**config.mk**
```make
export PLATFORM = sky130hd
export DESIGN_NAME = abm_bus_master
export DESIGN_NICKNAME = d
export VERILOG_FILES = /design/src/rtl/abm_pkg.sv /design/src/rtl/abm_fifo_if.sv /design/src/rtl/abm_bus_master.sv /design/src/rtl/abm_fifo.sv /design/src/rtl/abm_lane_dec.sv
export SDC_FILE = /design/constraint.sdc
export NUM_CORES = 1
export LEC_CHECK = 0
export BUFFER_PORTS_ARGS = -buffer_cell sky130_fd_sc_hd__buf_2
export CORE_MARGIN = 1.5
export CORE_UTILIZATION = 30
export DETAILED_ROUTE_END_ITERATION = 16
export SETUP_SLACK_MARGIN = 0.5
export SYNTH_ARGS = -nofsm -noshare
export SYNTH_HDL_FRONTEND = slang
export SYNTH_HIERARCHICAL = 1
export SYNTH_SLANG_ARGS = --single-unit
```
**constraint.sdc**
```tcl
create_clock -name CLK -period 3.3 [get_ports CLK]
set_clock_uncertainty 0.05 [all_clocks]
set_input_delay 0.33 -clock CLK [delete_from_list [all_inputs] [get_ports CLK]]
set_output_delay 0.33 -clock CLK [all_outputs]
set_load 0.01 [all_outputs]
```
**src/rtl/abm_pkg.sv**
```systemverilog
// Shared constants, field layout and types for the bus master sequencer.
// Assumes one clock; each bus half clock is one core clock cycle.
// Notes on behaviour
// - Internally ended fast cycles finish the bus transfer in two bus clocks.
// - Fast cycles assert data strobe only on reads, never on writes.
// - Fast cycles use an internal acknowledge and ignore the slave's lines.
// - Long reads request four bytes, words two, bytes one, via size pins.
// - Read S0 drives address, space code, size and direction high.
// - Read S1 asserts address strobe, data strobe and output enable.
// - Acknowledge seen at end of S2: latch data at end of S4, finish.
// - No acknowledge at S2: add wait clocks, resample each falling edge.
// - End of S4 captures read data and port size from acknowledge.
// - Read S5 negates strobes, keeps address, direction, size, space valid.
// - Write S0 drives address, space code, size and direction low.
// - Write S1 asserts address strobe with the byte write enables.
// - Write S2 drives the full data bus and samples acknowledge.
// - Write S3 asserts data strobe; acknowledged write ends one clock later.
// - Write S4 keeps controls still; S5 negates enables and strobes.
// - Bus error aborts a cycle; bus error with halt retries it.
// - Externally ended cycles take at least three clocks, extended whole.
package abm_pkg;
  // ==========================================================
  // Widths
  localparam int ADDR_W  = 32;
  localparam int DATA_W  = 32;
  localparam int SPACE_W = 4;
  localparam int SIZE_W  = 2;
  localparam int LANES   = 4;
  // ==========================================================
  // Request word layout
  localparam int REQ_ADDR_LSB  = 0;
  localparam int REQ_DATA_LSB  = 32;
  localparam int REQ_SPACE_LSB = 64;
  localparam int REQ_SIZE_LSB  = 68;
  localparam int REQ_RNW_BIT   = 70;
  localparam int REQ_FAST_BIT  = 71;
  localparam int REQ_W         = 72;
  localparam int FIFO_DEPTH    = 4;
  // ==========================================================
  // Transfer size codes
  localparam logic [1:0] SIZE_LONG = 2'h0;
  localparam logic [1:0] SIZE_BYTE = 2'h1;
  localparam logic [1:0] SIZE_WORD = 2'h2;
  // ==========================================================
  // Timing counts in bus clocks and core cycles
  localparam int FAST_CLKS      = 2;
  localparam int ACK_MIN_CLKS   = 3;
  localparam int HALF_PER_CLK   = 2;
  localparam int FAST_HALVES    = FAST_CLKS * HALF_PER_CLK;
  localparam int ACK_MIN_HALVES = ACK_MIN_CLKS * HALF_PER_CLK;
  // ==========================================================
  // Reset values
  localparam logic       BUS_CLK_RST = 1'b0;
  localparam logic       STROBE_RST  = 1'b1;
  localparam logic [3:0] WE_RST      = 4'hf;
  // ==========================================================
  // Types
  typedef enum logic [3:0] {
    ST_IDLE = 4'h0,
    ST_S0   = 4'h1,
    ST_S1   = 4'h2,
    ST_S2   = 4'h3,
    ST_W1   = 4'h4,
    ST_W2   = 4'h5,
    ST_S3   = 4'h6,
    ST_S4   = 4'h7,
    ST_S5   = 4'h8
  } abm_state_t;
  typedef enum logic [1:0] {
    PORT_32   = 2'h0,
    PORT_16   = 2'h1,
    PORT_8    = 2'h2,
    PORT_NONE = 2'h3
  } abm_port_t;
endpackage

```
**src/rtl/abm_fifo_if.sv**
```systemverilog
// Valid/ready carrier between the request queue and the sequencer.
// Assumes both ends run on the same clock.
`timescale 1ns/10ps
interface abm_fifo_if #(parameter int W = 8);
  logic         valid;
  logic         ready;
  logic [W-1:0] data;
  modport src (output valid, output data, input ready);
  modport snk (input valid, input data, output ready);
endinterface

```
**src/rtl/abm_bus_master.sv**
```systemverilog
// Bus master state sequencer for read and write transfer cycles.
// Assumes bus pins synchronous to CLK; bus clock is CLK divided by two,
// so each bus state S0..S5 lasts one CLK cycle.
`timescale 1ns/10ps
module abm_bus_master
  import abm_pkg::*;
#(
  parameter int DEPTH = FIFO_DEPTH
) (
  // Clock and reset
  input  wire logic               CLK,
  input  wire logic               SRST,
  // Request stream
  input  wire logic               REQ_VALID,
  output logic                    REQ_READY,
  input  wire logic [ADDR_W-1:0]  REQ_ADDR,
  input  wire logic [DATA_W-1:0]  REQ_WDATA,
  input  wire logic [SPACE_W-1:0] REQ_SPACE,
  input  wire logic [SIZE_W-1:0]  REQ_SIZE,
  input  wire logic               REQ_RNW,
  input  wire logic               REQ_FAST,
  // Response
  output logic                    RSP_VALID,
  output logic [DATA_W-1:0]       RSP_RDATA,
  output logic [1:0]              RSP_PORT,
  output logic                    RSP_ERROR,
  // Bus outputs
  output logic                    BUS_CLK,
  output logic [ADDR_W-1:0]       ADDR,
  output logic [SPACE_W-1:0]      ADDRESS_SPACE_CODE,
  output logic                    TRANSFER_SIZE_HI,
  output logic                    TRANSFER_SIZE_LO,
  output logic                    READ_NOT_WRITE,
  output logic                    ADDRESS_STROBE_N,
  output logic                    DATA_STROBE_N,
  output logic                    OUTPUT_ENABLE_N,
  output logic [LANES-1:0]        BYTE_WRITE_ENABLES_N,
  // Data bus, split three ways
  input  wire logic [DATA_W-1:0]  DATA_IN,
  output logic [DATA_W-1:0]       DATA_OUT,
  output logic                    DATA_OE,
  // Slave answers
  input  wire logic               TRANSFER_ACK_UPPER_N,
  input  wire logic               TRANSFER_ACK_LOWER_N,
  input  wire logic               BUS_ERROR_N,
  input  wire logic               HALT_N
);
  // ==========================================================
  // Declarations
  abm_fifo_if #(.W(REQ_W)) req_q ();

  abm_state_t         state_r;
  abm_state_t         state_nxt;
  logic [REQ_W-1:0]   cur_r;
  logic [REQ_W-1:0]   nreq;
  logic [REQ_W-1:0]   req_word;
  logic               bus_clk_r, retry_r, err_r, rsp_valid_r;
  logic [DATA_W-1:0]  rdata_r;
  abm_port_t          port_r;
  logic [ADDR_W-1:0]  addr_r;
  logic [SPACE_W-1:0] space_r;
  logic [SIZE_W-1:0]  size_r;
  logic               rnw_r;
  logic [DATA_W-1:0]  wdata_r;
  logic               as_n_r, ds_n_r, oe_n_r;
  logic [LANES-1:0]   we_n_r;
  logic               data_oe_r;
  logic [7:0]         hcnt_r;
  logic [LANES-1:0]   lanes;
  logic               pop, sample, ack_any, bus_error_n, act_nxt, ds_win;
  logic               cur_fast, cur_rnw, n_fast, n_rnw;
  abm_port_t          ack_port;

  // ==========================================================
  // Request queue
  assign req_word = {REQ_FAST, REQ_RNW, REQ_SIZE, REQ_SPACE, REQ_WDATA, REQ_ADDR};

  abm_fifo #(
    .W     (REQ_W),
    .DEPTH (DEPTH)
  ) u_fifo (
    .CLK      (CLK),
    .SRST     (SRST),
    .in_valid (REQ_VALID),
    .in_ready (REQ_READY),
    .in_data  (req_word),
    .out      (req_q)
  );

  // Accept a new request only at a rising bus clock edge
  assign req_q.ready = !retry_r && !bus_clk_r && (state_r == ST_IDLE || state_r == ST_S5);
  assign pop         = req_q.valid && req_q.ready;
  assign nreq        = pop ? req_q.data : cur_r;

  // Request fields
  assign cur_fast = cur_r[REQ_FAST_BIT];
  assign cur_rnw  = cur_r[REQ_RNW_BIT];
  assign n_fast   = nreq[REQ_FAST_BIT];
  assign n_rnw    = nreq[REQ_RNW_BIT];

  // Lane selects for the write enables
  abm_lane_dec #(
    .LN (LANES)
  ) u_lanes (
    .size  (nreq[REQ_SIZE_LSB +: SIZE_W]),
    .offs  (nreq[REQ_ADDR_LSB +: 2]),
    .lanes (lanes)
  );

  // ==========================================================
  // Answer sampling
  // Sample at the falling bus edge ending S2 or a wait state
  assign sample  = (state_r == ST_S2 || state_r == ST_W2) && !cur_fast;
  assign ack_any = !TRANSFER_ACK_UPPER_N || !TRANSFER_ACK_LOWER_N;
  assign bus_error_n    = !BUS_ERROR_N;

  // Port size from the acknowledge pair
  always_comb begin
    if (!TRANSFER_ACK_UPPER_N && !TRANSFER_ACK_LOWER_N) begin
      ack_port = PORT_32;
    end else if (!TRANSFER_ACK_UPPER_N) begin
      ack_port = PORT_16;
    end else if (!TRANSFER_ACK_LOWER_N) begin
      ack_port = PORT_8;
    end else begin
      ack_port = PORT_NONE;
    end
  end

  // ==========================================================
  // Sequencer
  // Next bus state
  always_comb begin
    state_nxt = state_r;
    case (state_r)
      ST_IDLE: begin
        if ((retry_r && HALT_N && !bus_clk_r) || pop) begin
          state_nxt = ST_S0;
        end
      end
      ST_S0: begin
        state_nxt = ST_S1;
      end
      ST_S1: begin
        // Fast cycles skip the answer wait entirely
        state_nxt = cur_fast ? ST_S4 : ST_S2;
      end
      ST_S2, ST_W2: begin
        if (bus_error_n) begin
          state_nxt = ST_S5;
        end else if (ack_any) begin
          state_nxt = ST_S3;
        end else begin
          state_nxt = ST_W1;
        end
      end
      ST_W1: begin
        state_nxt = ST_W2;
      end
      ST_S3: begin
        state_nxt = ST_S4;
      end
      ST_S4: begin
        state_nxt = ST_S5;
      end
      ST_S5: begin
        state_nxt = pop ? ST_S0 : ST_IDLE;
      end
      default: begin
        state_nxt = ST_IDLE;
      end
    endcase
  end

  // State and bus clock
  always_ff @(posedge CLK) begin
    if (SRST) begin
      state_r   <= ST_IDLE;
      bus_clk_r <= BUS_CLK_RST;
    end else begin
      state_r   <= state_nxt;
      bus_clk_r <= !bus_clk_r;
    end
  end

  // Current request, held over retries
  always_ff @(posedge CLK) begin
    if (SRST) begin
      cur_r <= '0;
    end else if (pop) begin
      cur_r <= req_q.data;
    end
  end

  // Retry and error flags
  always_ff @(posedge CLK) begin
    if (SRST) begin
      retry_r <= 1'b0;
      err_r   <= 1'b0;
    end else begin
      if (sample && bus_error_n) begin
        retry_r <= !HALT_N;
        err_r   <= HALT_N;
      end else if (state_r == ST_IDLE && state_nxt == ST_S0) begin
        retry_r <= 1'b0;
      end else if (state_r == ST_S4) begin
        // Error holds until the next cycle leaves S4
        err_r   <= 1'b0;
      end
    end
  end

  // ==========================================================
  // Address phase
  // Attributes change only when a cycle starts, so they stay valid through S5
  always_ff @(posedge CLK) begin
    if (SRST) begin
      addr_r  <= '0;
      space_r <= '0;
      size_r  <= SIZE_LONG;
      rnw_r   <= 1'b1;
      wdata_r <= '0;
    end else if (pop) begin
      addr_r  <= req_q.data[REQ_ADDR_LSB +: ADDR_W];
      space_r <= req_q.data[REQ_SPACE_LSB +: SPACE_W];
      size_r  <= req_q.data[REQ_SIZE_LSB +: SIZE_W];
      rnw_r   <= req_q.data[REQ_RNW_BIT];
      wdata_r <= req_q.data[REQ_DATA_LSB +: DATA_W];
    end
  end

  // ==========================================================
  // Strobes
  // Strobe windows for the coming state
  assign act_nxt = (state_nxt inside {ST_S1, ST_S2, ST_W1, ST_W2, ST_S3, ST_S4});
  assign ds_win  = n_rnw ? act_nxt : (state_nxt inside {ST_W1, ST_W2, ST_S3, ST_S4});

  // Registered strobes, all negated in S0 and S5
  always_ff @(posedge CLK) begin
    if (SRST) begin
      as_n_r    <= STROBE_RST;
      ds_n_r    <= STROBE_RST;
      oe_n_r    <= STROBE_RST;
      we_n_r    <= WE_RST;
      data_oe_r <= 1'b0;
    end else begin
      as_n_r    <= !act_nxt;
      ds_n_r    <= !(ds_win && !(n_fast && !n_rnw));
      oe_n_r    <= !(act_nxt && n_rnw);
      we_n_r    <= (act_nxt && !n_rnw) ? ~lanes : WE_RST;
      // Write data from S2 (S1 for fast) through S5
      data_oe_r <= !n_rnw && ((state_nxt inside {ST_S2, ST_W1, ST_W2, ST_S3, ST_S4, ST_S5})
                   || (n_fast && state_nxt == ST_S1));
    end
  end

  // ==========================================================
  // Read capture and response
  // Latch data and port size at the falling edge ending S4
  always_ff @(posedge CLK) begin
    if (SRST) begin
      rdata_r <= '0;
      port_r  <= PORT_NONE;
    end else if (sample && bus_error_n) begin
      port_r  <= PORT_NONE;
    end else if (state_r == ST_S4) begin
      port_r  <= cur_fast ? PORT_32 : ack_port;
      if (cur_rnw) begin
        rdata_r <= DATA_IN;
      end
    end
  end

  // One pulse per finished cycle; retried cycles report nothing
  always_ff @(posedge CLK) begin
    if (SRST) begin
      rsp_valid_r <= 1'b0;
    end else begin
      rsp_valid_r <= (state_r == ST_S5) && !retry_r;
    end
  end

  // Half clocks since S0, read only by the checks
  always_ff @(posedge CLK) begin
    if (SRST) begin
      hcnt_r <= '0;
    end else if (state_nxt == ST_S0) begin
      hcnt_r <= '0;
    end else if (hcnt_r != 8'hff) begin
      hcnt_r <= hcnt_r + 8'h01;
    end
  end

  // ==========================================================
  // Outputs
  assign BUS_CLK              = bus_clk_r;
  assign ADDR                 = addr_r;
  assign ADDRESS_SPACE_CODE   = space_r;
  assign TRANSFER_SIZE_HI     = size_r[1];
  assign TRANSFER_SIZE_LO     = size_r[0];
  assign READ_NOT_WRITE       = rnw_r;
  assign ADDRESS_STROBE_N     = as_n_r;
  assign DATA_STROBE_N        = ds_n_r;
  assign OUTPUT_ENABLE_N      = oe_n_r;
  assign BYTE_WRITE_ENABLES_N = we_n_r;
  assign DATA_OUT             = wdata_r;
  assign DATA_OE              = data_oe_r;
  assign RSP_VALID            = rsp_valid_r;
  assign RSP_RDATA            = rdata_r;
  assign RSP_PORT             = port_r;
  assign RSP_ERROR            = err_r;
endmodule

```
**src/rtl/abm_fifo.sv**
```systemverilog
// Request queue with width and depth parameters.
// Assumes synchronous active-high reset; draining side may stall.
`timescale 1ns/10ps
module abm_fifo
  import abm_pkg::*;
#(
  parameter int W     = REQ_W,
  parameter int DEPTH = FIFO_DEPTH
) (
  // Clock and reset
  input  wire logic         CLK,
  input  wire logic         SRST,
  // Fill side
  input  wire logic         in_valid,
  output logic              in_ready,
  input  wire logic [W-1:0] in_data,
  // Drain side
  abm_fifo_if.src           out
);
  localparam int PW = (DEPTH > 1) ? $clog2(DEPTH) : 1;
  localparam int CW = $clog2(DEPTH + 1);

  logic [W-1:0]  mem [DEPTH];
  logic [PW-1:0] wr_ptr_r;
  logic [PW-1:0] rd_ptr_r;
  logic [CW-1:0] cnt_r;
  logic          push;
  logic          pop;

  // Honest full and empty
  assign in_ready  = (cnt_r != CW'(DEPTH));
  assign out.valid = (cnt_r != '0);
  assign out.data  = mem[rd_ptr_r];
  assign push      = in_valid && in_ready;
  assign pop       = out.valid && out.ready;

  // Storage
  always_ff @(posedge CLK) begin
    if (push) begin
      mem[wr_ptr_r] <= in_data;
    end
  end

  // Pointers and fill count
  always_ff @(posedge CLK) begin
    if (SRST) begin
      wr_ptr_r <= '0;
      rd_ptr_r <= '0;
      cnt_r    <= '0;
    end else begin
      if (push) begin
        wr_ptr_r <= (wr_ptr_r == PW'(DEPTH - 1)) ? '0 : wr_ptr_r + 1'b1;
      end
      if (pop) begin
        rd_ptr_r <= (rd_ptr_r == PW'(DEPTH - 1)) ? '0 : rd_ptr_r + 1'b1;
      end
      if (push && !pop) begin
        cnt_r <= cnt_r + 1'b1;
      end else if (pop && !push) begin
        cnt_r <= cnt_r - 1'b1;
      end
    end
  end
endmodule

```
**src/rtl/abm_lane_dec.sv**
```systemverilog
// Byte lane decode from transfer size and low address bits.
// Assumes a 32-bit port; lane 3 carries byte offset 0.
`timescale 1ns/10ps
module abm_lane_dec
  import abm_pkg::*;
#(
  parameter int LN = LANES
) (
  // Transfer attributes
  input  wire logic [SIZE_W-1:0] size,
  input  wire logic [1:0]        offs,
  // Active-high lane select
  output logic [LN-1:0]          lanes
);
  logic [2:0] nbytes;

  // Long is four bytes, other codes count themselves
  assign nbytes = (size == SIZE_LONG) ? 3'h4 : {1'b0, size};

  // Mark lanes from the offset upward, clipped at the bus edge
  always_comb begin
    lanes = '0;
    for (int k = 0; k < LN; k++) begin
      if (k >= int'(offs) && k < int'(offs) + int'(nbytes)) begin
        lanes[LN-1-k] = 1'b1;
      end
    end
  end
endmodule

```
; After elaboration in Yosys (flattened, before gate mapping)
; Memory sizes are Yosys's and may differ from the RTL's. A register that Yosys moved wholly into a read port is not among the register bits.
; Index checks and enable logic that the tools add are counted.
[word_totals]
regBits = 200
latch_bits = 0
ram_bits = 288
rom_bits = 0
in_bits = 111
out_inout_bits = 117
elab_cells = 143
n_memories = 1
[op_classes]
add_sub_neg = 5
n_mul = 0
n_div = 0
magnitude_cmp = 7
eq_ne = 20
shifts = 0
mux = 30
n_bitwise = 3
n_reduce_logical = 55
[memory_table]
columns = memory, words, width, read_ports, rd_clocked_by_memory_dff, write_ports, line
row1 = u_fifo.mem, 4, 72, 1, 1, 1, abm_fifo.sv:23  ; logic [W-1:0] mem [DEPTH];
[op_table]
columns = cell, n
row1 = $mux 72, 1
row2 = $lt 3x32->1 const A, 2
row3 = $eq 4x3->1 const B, 8
row4 = $lt 1x32->1 const A, 1
row5 = $lt 2x32->1 const A, 1
row6 = $pmux 4 s8, 1
row7 = $logic_and 1x1->1, 22
row8 = $eq 4x2->1 const B, 4
row9 = $mux 2, 8
row10 = $logic_not 1->1, 14
row11 = $mux 1, 14
row12 = $mux 3, 4
row13 = $reduce_bool 6->1, 2
row14 = $eq 4x1->1 const B, 2
row15 = $eq 4x4->1 const B, 2
row16 = $mux 4, 2
row17 = $reduce_bool 2->1, 3
row18 = $reduce_or 2->1, 3
row19 = $logic_or 1x1->1, 5
row20 = $add 2x1->2 const B, 2
row21 = $add 2x3->4, 1
row22 = $eq 2x2->1 const B, 2
row23 = $ge 1x2->1 const A, 2
row24 = $logic_not 4->1, 1
row25 = other kinds (12), 13

; Longest topological paths before layout
[depth]
word_depth = 12
mapped_depth = 13
depth_no_buf = 12

; By module
; Netlist, hierarchy kept.
[modules_own_cells]
columns = module, instances, cells_each, area_per_inst_um2, seq_area_each_um2
row1 = abm_fifo, 1, 424, 10842.9, 8828.5
row2 = abm_bus_master, 1, 620, 5031.1, 2542.4
row3 = abm_lane_dec, 1, 15, 128.9, 0.0

; Worst setup path before layout
; OpenSTA, ideal clock, no wires.
[synth_timing]
path_type = flip-flop to flip-flop
start = register u_fifo.cnt_r[1]
end = register we_n_r[1] (netlist: BYTE_WRITE_ENABLES_N[1])
setup_ns = 0.134
arrival_time_ns = 2.499
required_ns = 3.116
slack_ns = 0.617
path_stages_with_launch = 13
n_path_buf = 1
period_less_slack_ns = 2.683
path_cell_list = dfxtp_1 or3_2 nor2b_1 and2_2 buf_2 nand2_1 nand2_1 ha_1 inv_1 fa_1 nor2b_1 a2bb2oi_2 nand3_1
[synth_via]
elab_chain_len = 10
elab_cells_between_ends = 26
classes_between = add/sub: 1 / order compare: 2 / eq/ne: 6 / mux: 6 / bitwise: 2 / reduce/logical: 9
[synth_lines]
columns = element, line
row1 = from (decl), abm_fifo.sv:26  ; logic [CW-1:0] cnt_r;
row2 = from (signal assigned), abm_fifo.sv:58  ; cnt_r <= cnt_r + 1'b1;
row3 = from (signal assigned), abm_fifo.sv:60  ; cnt_r <= cnt_r - 1'b1;
row4 = $reduce_bool 3->1 *, abm_fifo.sv:32  ; assign out.valid = (cnt_r != '0);
row5 = via req_q.valid, abm_fifo_if.sv:5  ; logic valid;
row6 = $logic_and 1x1->1 *, abm_bus_master.sv:92  ; assign pop = req_q.valid && req_q.ready;
row7 = $mux 72 *, --
row8 = via nreq[68], abm_bus_master.sv:55  ; logic [REQ_W-1:0] nreq;
row9 = $logic_not 2->1, abm_lane_dec.sv:18  ; assign nbytes = (size == SIZE_LONG) ? 3'h4 : {1'b0, size};
row10 = $mux 3 *, abm_lane_dec.sv:18
row11 = $add 2x3->4 *, abm_lane_dec.sv:24  ; if (k >= int'(offs) && k < int'(offs) + int'(nbytes)) begin
row12 = $lt 3x32->1 *, abm_lane_dec.sv:24
row13 = $logic_and 1x1->1 *, abm_lane_dec.sv:24
row14 = $mux 1 *, abm_lane_dec.sv:24
row15 = via lanes[1], abm_bus_master.sv:69  ; logic [LANES-1:0] lanes;
row16 = $not 4->4 *, abm_bus_master.sv:250  ; we_n_r <= (act_nxt && !n_rnw) ? ~lanes : WE_RST;
row17 = to (signal assigned), abm_bus_master.sv:250
row18 = to (decl), abm_bus_master.sv:66  ; logic [LANES-1:0] we_n_r;
; The timed path passes the listed nets; every way through them passes the cells marked *.
; A chain may end at the register's enable or synchronous reset.

; Worst setup path in the final report
; Ends and elaborated chain as after synthesis.

==> flow_summary.json <==
{
  "grt.overflow.total": 0,
  "number_of_warnings_issued_by_yosys": 6,
  "post_synth_num_cell_types": 47,
  "static-leakage-power_uw": 0.007184,
  "yosys.area.top_type": "edfxtp_1",
  "number_of_design_rule_violations_left_by_the_first_detailed_router_iteration": 423,
  "mux_contribution_to_synthesized_area_pct": 10.47,
  "hold_path.class": "input pin to flop",
  "core_region_area_mm2": 0.05266,
  "antenna_violations_before_repair": 1,
  "period_minus_slack_ps": 2648,
  "nets": 1455,
  "postSynth.topFlopCell": "edfxtp_1",
  "synth_fa_ha_area_share_pct": 0.9382,
  "synthMostInstantiatedCell": "edfxtp_1",
  "max_stage_delay_ps": 470,
  "post-route-period-util_pct": 80.24,
  "max-cap-violations": 0,
  "avgViaCountPerCell": 4.463,
  "maxClockFrequency_ghz": 0.3776,
  "cts_inserted_buffers": 47,
  "timing.max_slew.rel_slack_pct": 51.68,
  "status": "complete, no violations",
  "post_synth.cell_area_avg_um2": 15.11,
  "grt_pass1_wl_um": 53900,
  "remaining_drc_errors": 0,
  "synth_seq_cells": 424,
  "core.rowCount": 84,
  "critPathArrivalTime_ps": 3020,
  "clkSinkCount": 424,
  "dieWidth_um": 234.0,
  "path_class": "flop to flop",
  "clock_tree.root_cell": "clkbuf_16",
  "max_slew_violation_count": 0,
  "floorplan.die_area_mm2": 0.05474,
  "clk_latency_ps": 570,
  "rsz0062_at_grt": "no",
  "cts-root-to-sink-buffers": 3,
  "timing_worst_slew_pin_value_ps": 724.8,
  "ir_worst_vdd_mv": 0.4936,
  "gpl.final_weighted_congestion": 0.7348,
  "synth-edff-count": 288,
  "fraction_of_final_layout_cells_sized_beyond_drive_strength_1_pct": 31.12,
  "fin_tns_setup_ps": 0,
  "critical_path_required_ps": 3680,
  "hold_viol": 0,
  "cp_cell_instances": "or3_2 -> nor2b_2 -> and2_4 -> nand2_2 -> nand2_1 -> ha_2 -> inv_1 -> fa_2 -> nor2b_1 -> a2bb2oi_2 -> nand3_1",
  "synth_compound_gate_area_share_pct": 4.613,
  "sequential_area_mm2": 0.01138,
  "port_buffer_cells": 227,
  "critical_path.endpoint_type": "flop",
  "io_pins": 228,
  "synth.yosys.seq_area_share_pct": 71.06,
  "crit_fanout": 5,
  "ys_async_sr_fraction_pct": 0,
  "synth_top_family_by_area": "multiplexers",
  "post-cts-setup-buffer-count": 0,
  "yosys.area_share.xor_xnor_pct": 0.1642,
  "path_clk_slew_ps": 60,
  "multi_input_area_mm2": 0.003802,
  "wl_per_cell_um": 17.28,
  "tritoncts": "built",
  "start_kind": "flop",
  "slowest_stage": "or3_2",
  "setup_viol": 0,
  "floorplan.initialDensity_pct": 30.39,
  "power.density_mw_per_mm2": 807.8,
  "detail_route.first_pass.iterations": 4,
  "ant_nets": 0,
  "pre_cts_ws_ps": 547.1,
  "synth_common_cells": "288 x edfxtp_1, 226 x nand2_1, 136 x dfxtp_1",
  "die_y_um": 234.0,
  "dr_total_vias": 9199,
  "synth.cell_area_mm2": 0.01600,
  "track_usage_pct": 12.94,
  "nFillCells": 4956,
  "netlist.area_leader.share_pct": 54.04,
  "wirelength_um": 35610,
  "setup_ws_ps": 652.0,
  "syn_nets": 1180,
  "hpwlAfterDp_um": 21460,
  "synth_area_leaders": "edfxtp_1 54%, dfxtp_1 17%, mux4_2 10%",
  "layout_area_overhead_pct": 25.34,
  "ctsHtreeMaxLevel": 2,
  "via_count_of_the_first_global_routing_pass": 9538,
  "syn-instance-count": 1059,
  "grt_start_max_net_pins": 59,
  "post_synth_and_or_nand_nor_area_fraction_pct": 7.287
}
## area by class of cell
class	count	area share, %
tap	688	4.292
clock inverter	28	1.441
antenna	1	0.01248
clock buffer	59	6.500
multi-input combinational	498	18.96
timing repair buffer	350	11.81
sequential	424	56.74
inverter	13	0.2433
## placed cells by master (no fill, tap or decap), types with 3 or more instances in the layout
master / netlist / layout
edfxtp_1: 288 / 288
buf_2: 8 / 226
nand2_1: 226 / 222
dfxtp_1: 136 / 132
a21oi_1: 118 / 118
dlygate4sd3_1: 0 / 103
mux4_2: 72 / 72
clkbuf_16: 0 / 49
buf_4: 77 / 17
inv_1: 13 / 13
nor2_1: 13 / 12
clkinv_2: 0 / 9
nand3_1: 7 / 7
ha_1: 8 / 7
clkinv_1: 0 / 6
clkbuf_1: 21 / 6
bufinv_16: 0 / 5
o21ai_0: 4 / 4
mux2i_1: 4 / 4
clkbuf_8: 0 / 4
and3_4: 0 / 4
buf_12: 0 / 4
nand2_2: 0 / 3
xor2_1: 3 / 3
nor3b_1: 3 / 3
inv_6: 0 / 3
clkinvlp_4: 0 / 3
## routing by layer
metal / track usage [%] / vias up / part of all wire [%]
met5: 0 / - / 0
met2: 22.68 / 250 / 49
li1: - / 4347 / -
met4: 4.347 / 0 / 2.2
met3: 3.198 / 52 / 6.4
met1: 15.50 / 4550 / 42
## worst max-delay path: cells and delay by family (launching register included)
kind,cells,cell delay (ps)
AO/OA/AOI/OAI,1,140
buffers and inverters,1,70
adder cells (fa/ha/maj),2,650
flip-flops,1,340
AND/OR/NAND/NOR,7,1260
## per-stage QoR
stage / total power (uW) / std cells / hold slack, ps / utilization [%] / area [um^2]
6_report: 16200 / 2061 / 42.68 / 38.09 / 20060
5_1_grt: 17110 / 2061 / 10.72 / 38.09 / 20060
4_1_cts: 16470 / 2060 / 0.7475 / 38.05 / 20030
3_5_place_dp: 10990 / 1870 / 394.0 / 33.06 / 17410
3_3_place_gp: 10910 / 1870 / 389.1 / 33.06 / 17410
2_1_floorplan: 10090 / 1059 / 378.9 / - / 16000
## state kept, by name, summed over array words and instances (netlist names), named ones only
signal	count
RSP_VALID	1
u_fifo/cnt_r	3
DATA_OE	1
BYTE_WRITE_ENABLES_N	4
size_r	2
RSP_RDATA	32
OUTPUT_ENABLE_N	1
READ_NOT_WRITE	1
DATA_STROBE_N	1
BUS_CLK	1
cur_r	72
RSP_PORT	2
ADDR	2
u_fifo/mem	288
state_r	4
RSP_ERROR	1
retry_r	1
ADDRESS_STROBE_N	1
u_fifo/rd_ptr_r	2
u_fifo/wr_ptr_r	2
## cells by family (layout without fill, tap and decap cells)
kind of cell	count (synthesis)	count (layout)
simple gates	273	273
mux	77	77
other cells	0	1
flops	424	424
fa+ha+maj	11	11
xor+xnor	3	3
compound gates	134	134
buf+inv	137	450
## power breakdown
part / switching, uW / internal (uW)
combinational: 2270 / 1740
clock: 2120 / 3200
sequential: 383 / 6490
total: 4770 / 11400
## timing repair
action,CTS,global route
endpoints found under the setup margin,0,4
resized for setup,0,9
endpoints found under the hold margin,320,0
hold buffers,103,0
## path summary, 6_finish.rpt
kind              startpoint                 endpoint  slack [ps]  cells past startpoint
min              DATA_IN[20]            RSP_RDATA[20]          40                      3
max reg2reg  u_fifo/cnt_r[1]  BYTE_WRITE_ENABLES_N[1]         650                     11
max          u_fifo/cnt_r[1]  BYTE_WRITE_ENABLES_N[1]         650                     11
min reg2reg        cur_r[55]                cur_r[55]         400                      2
Note: power is estimated with default switching activity, not from simulation.
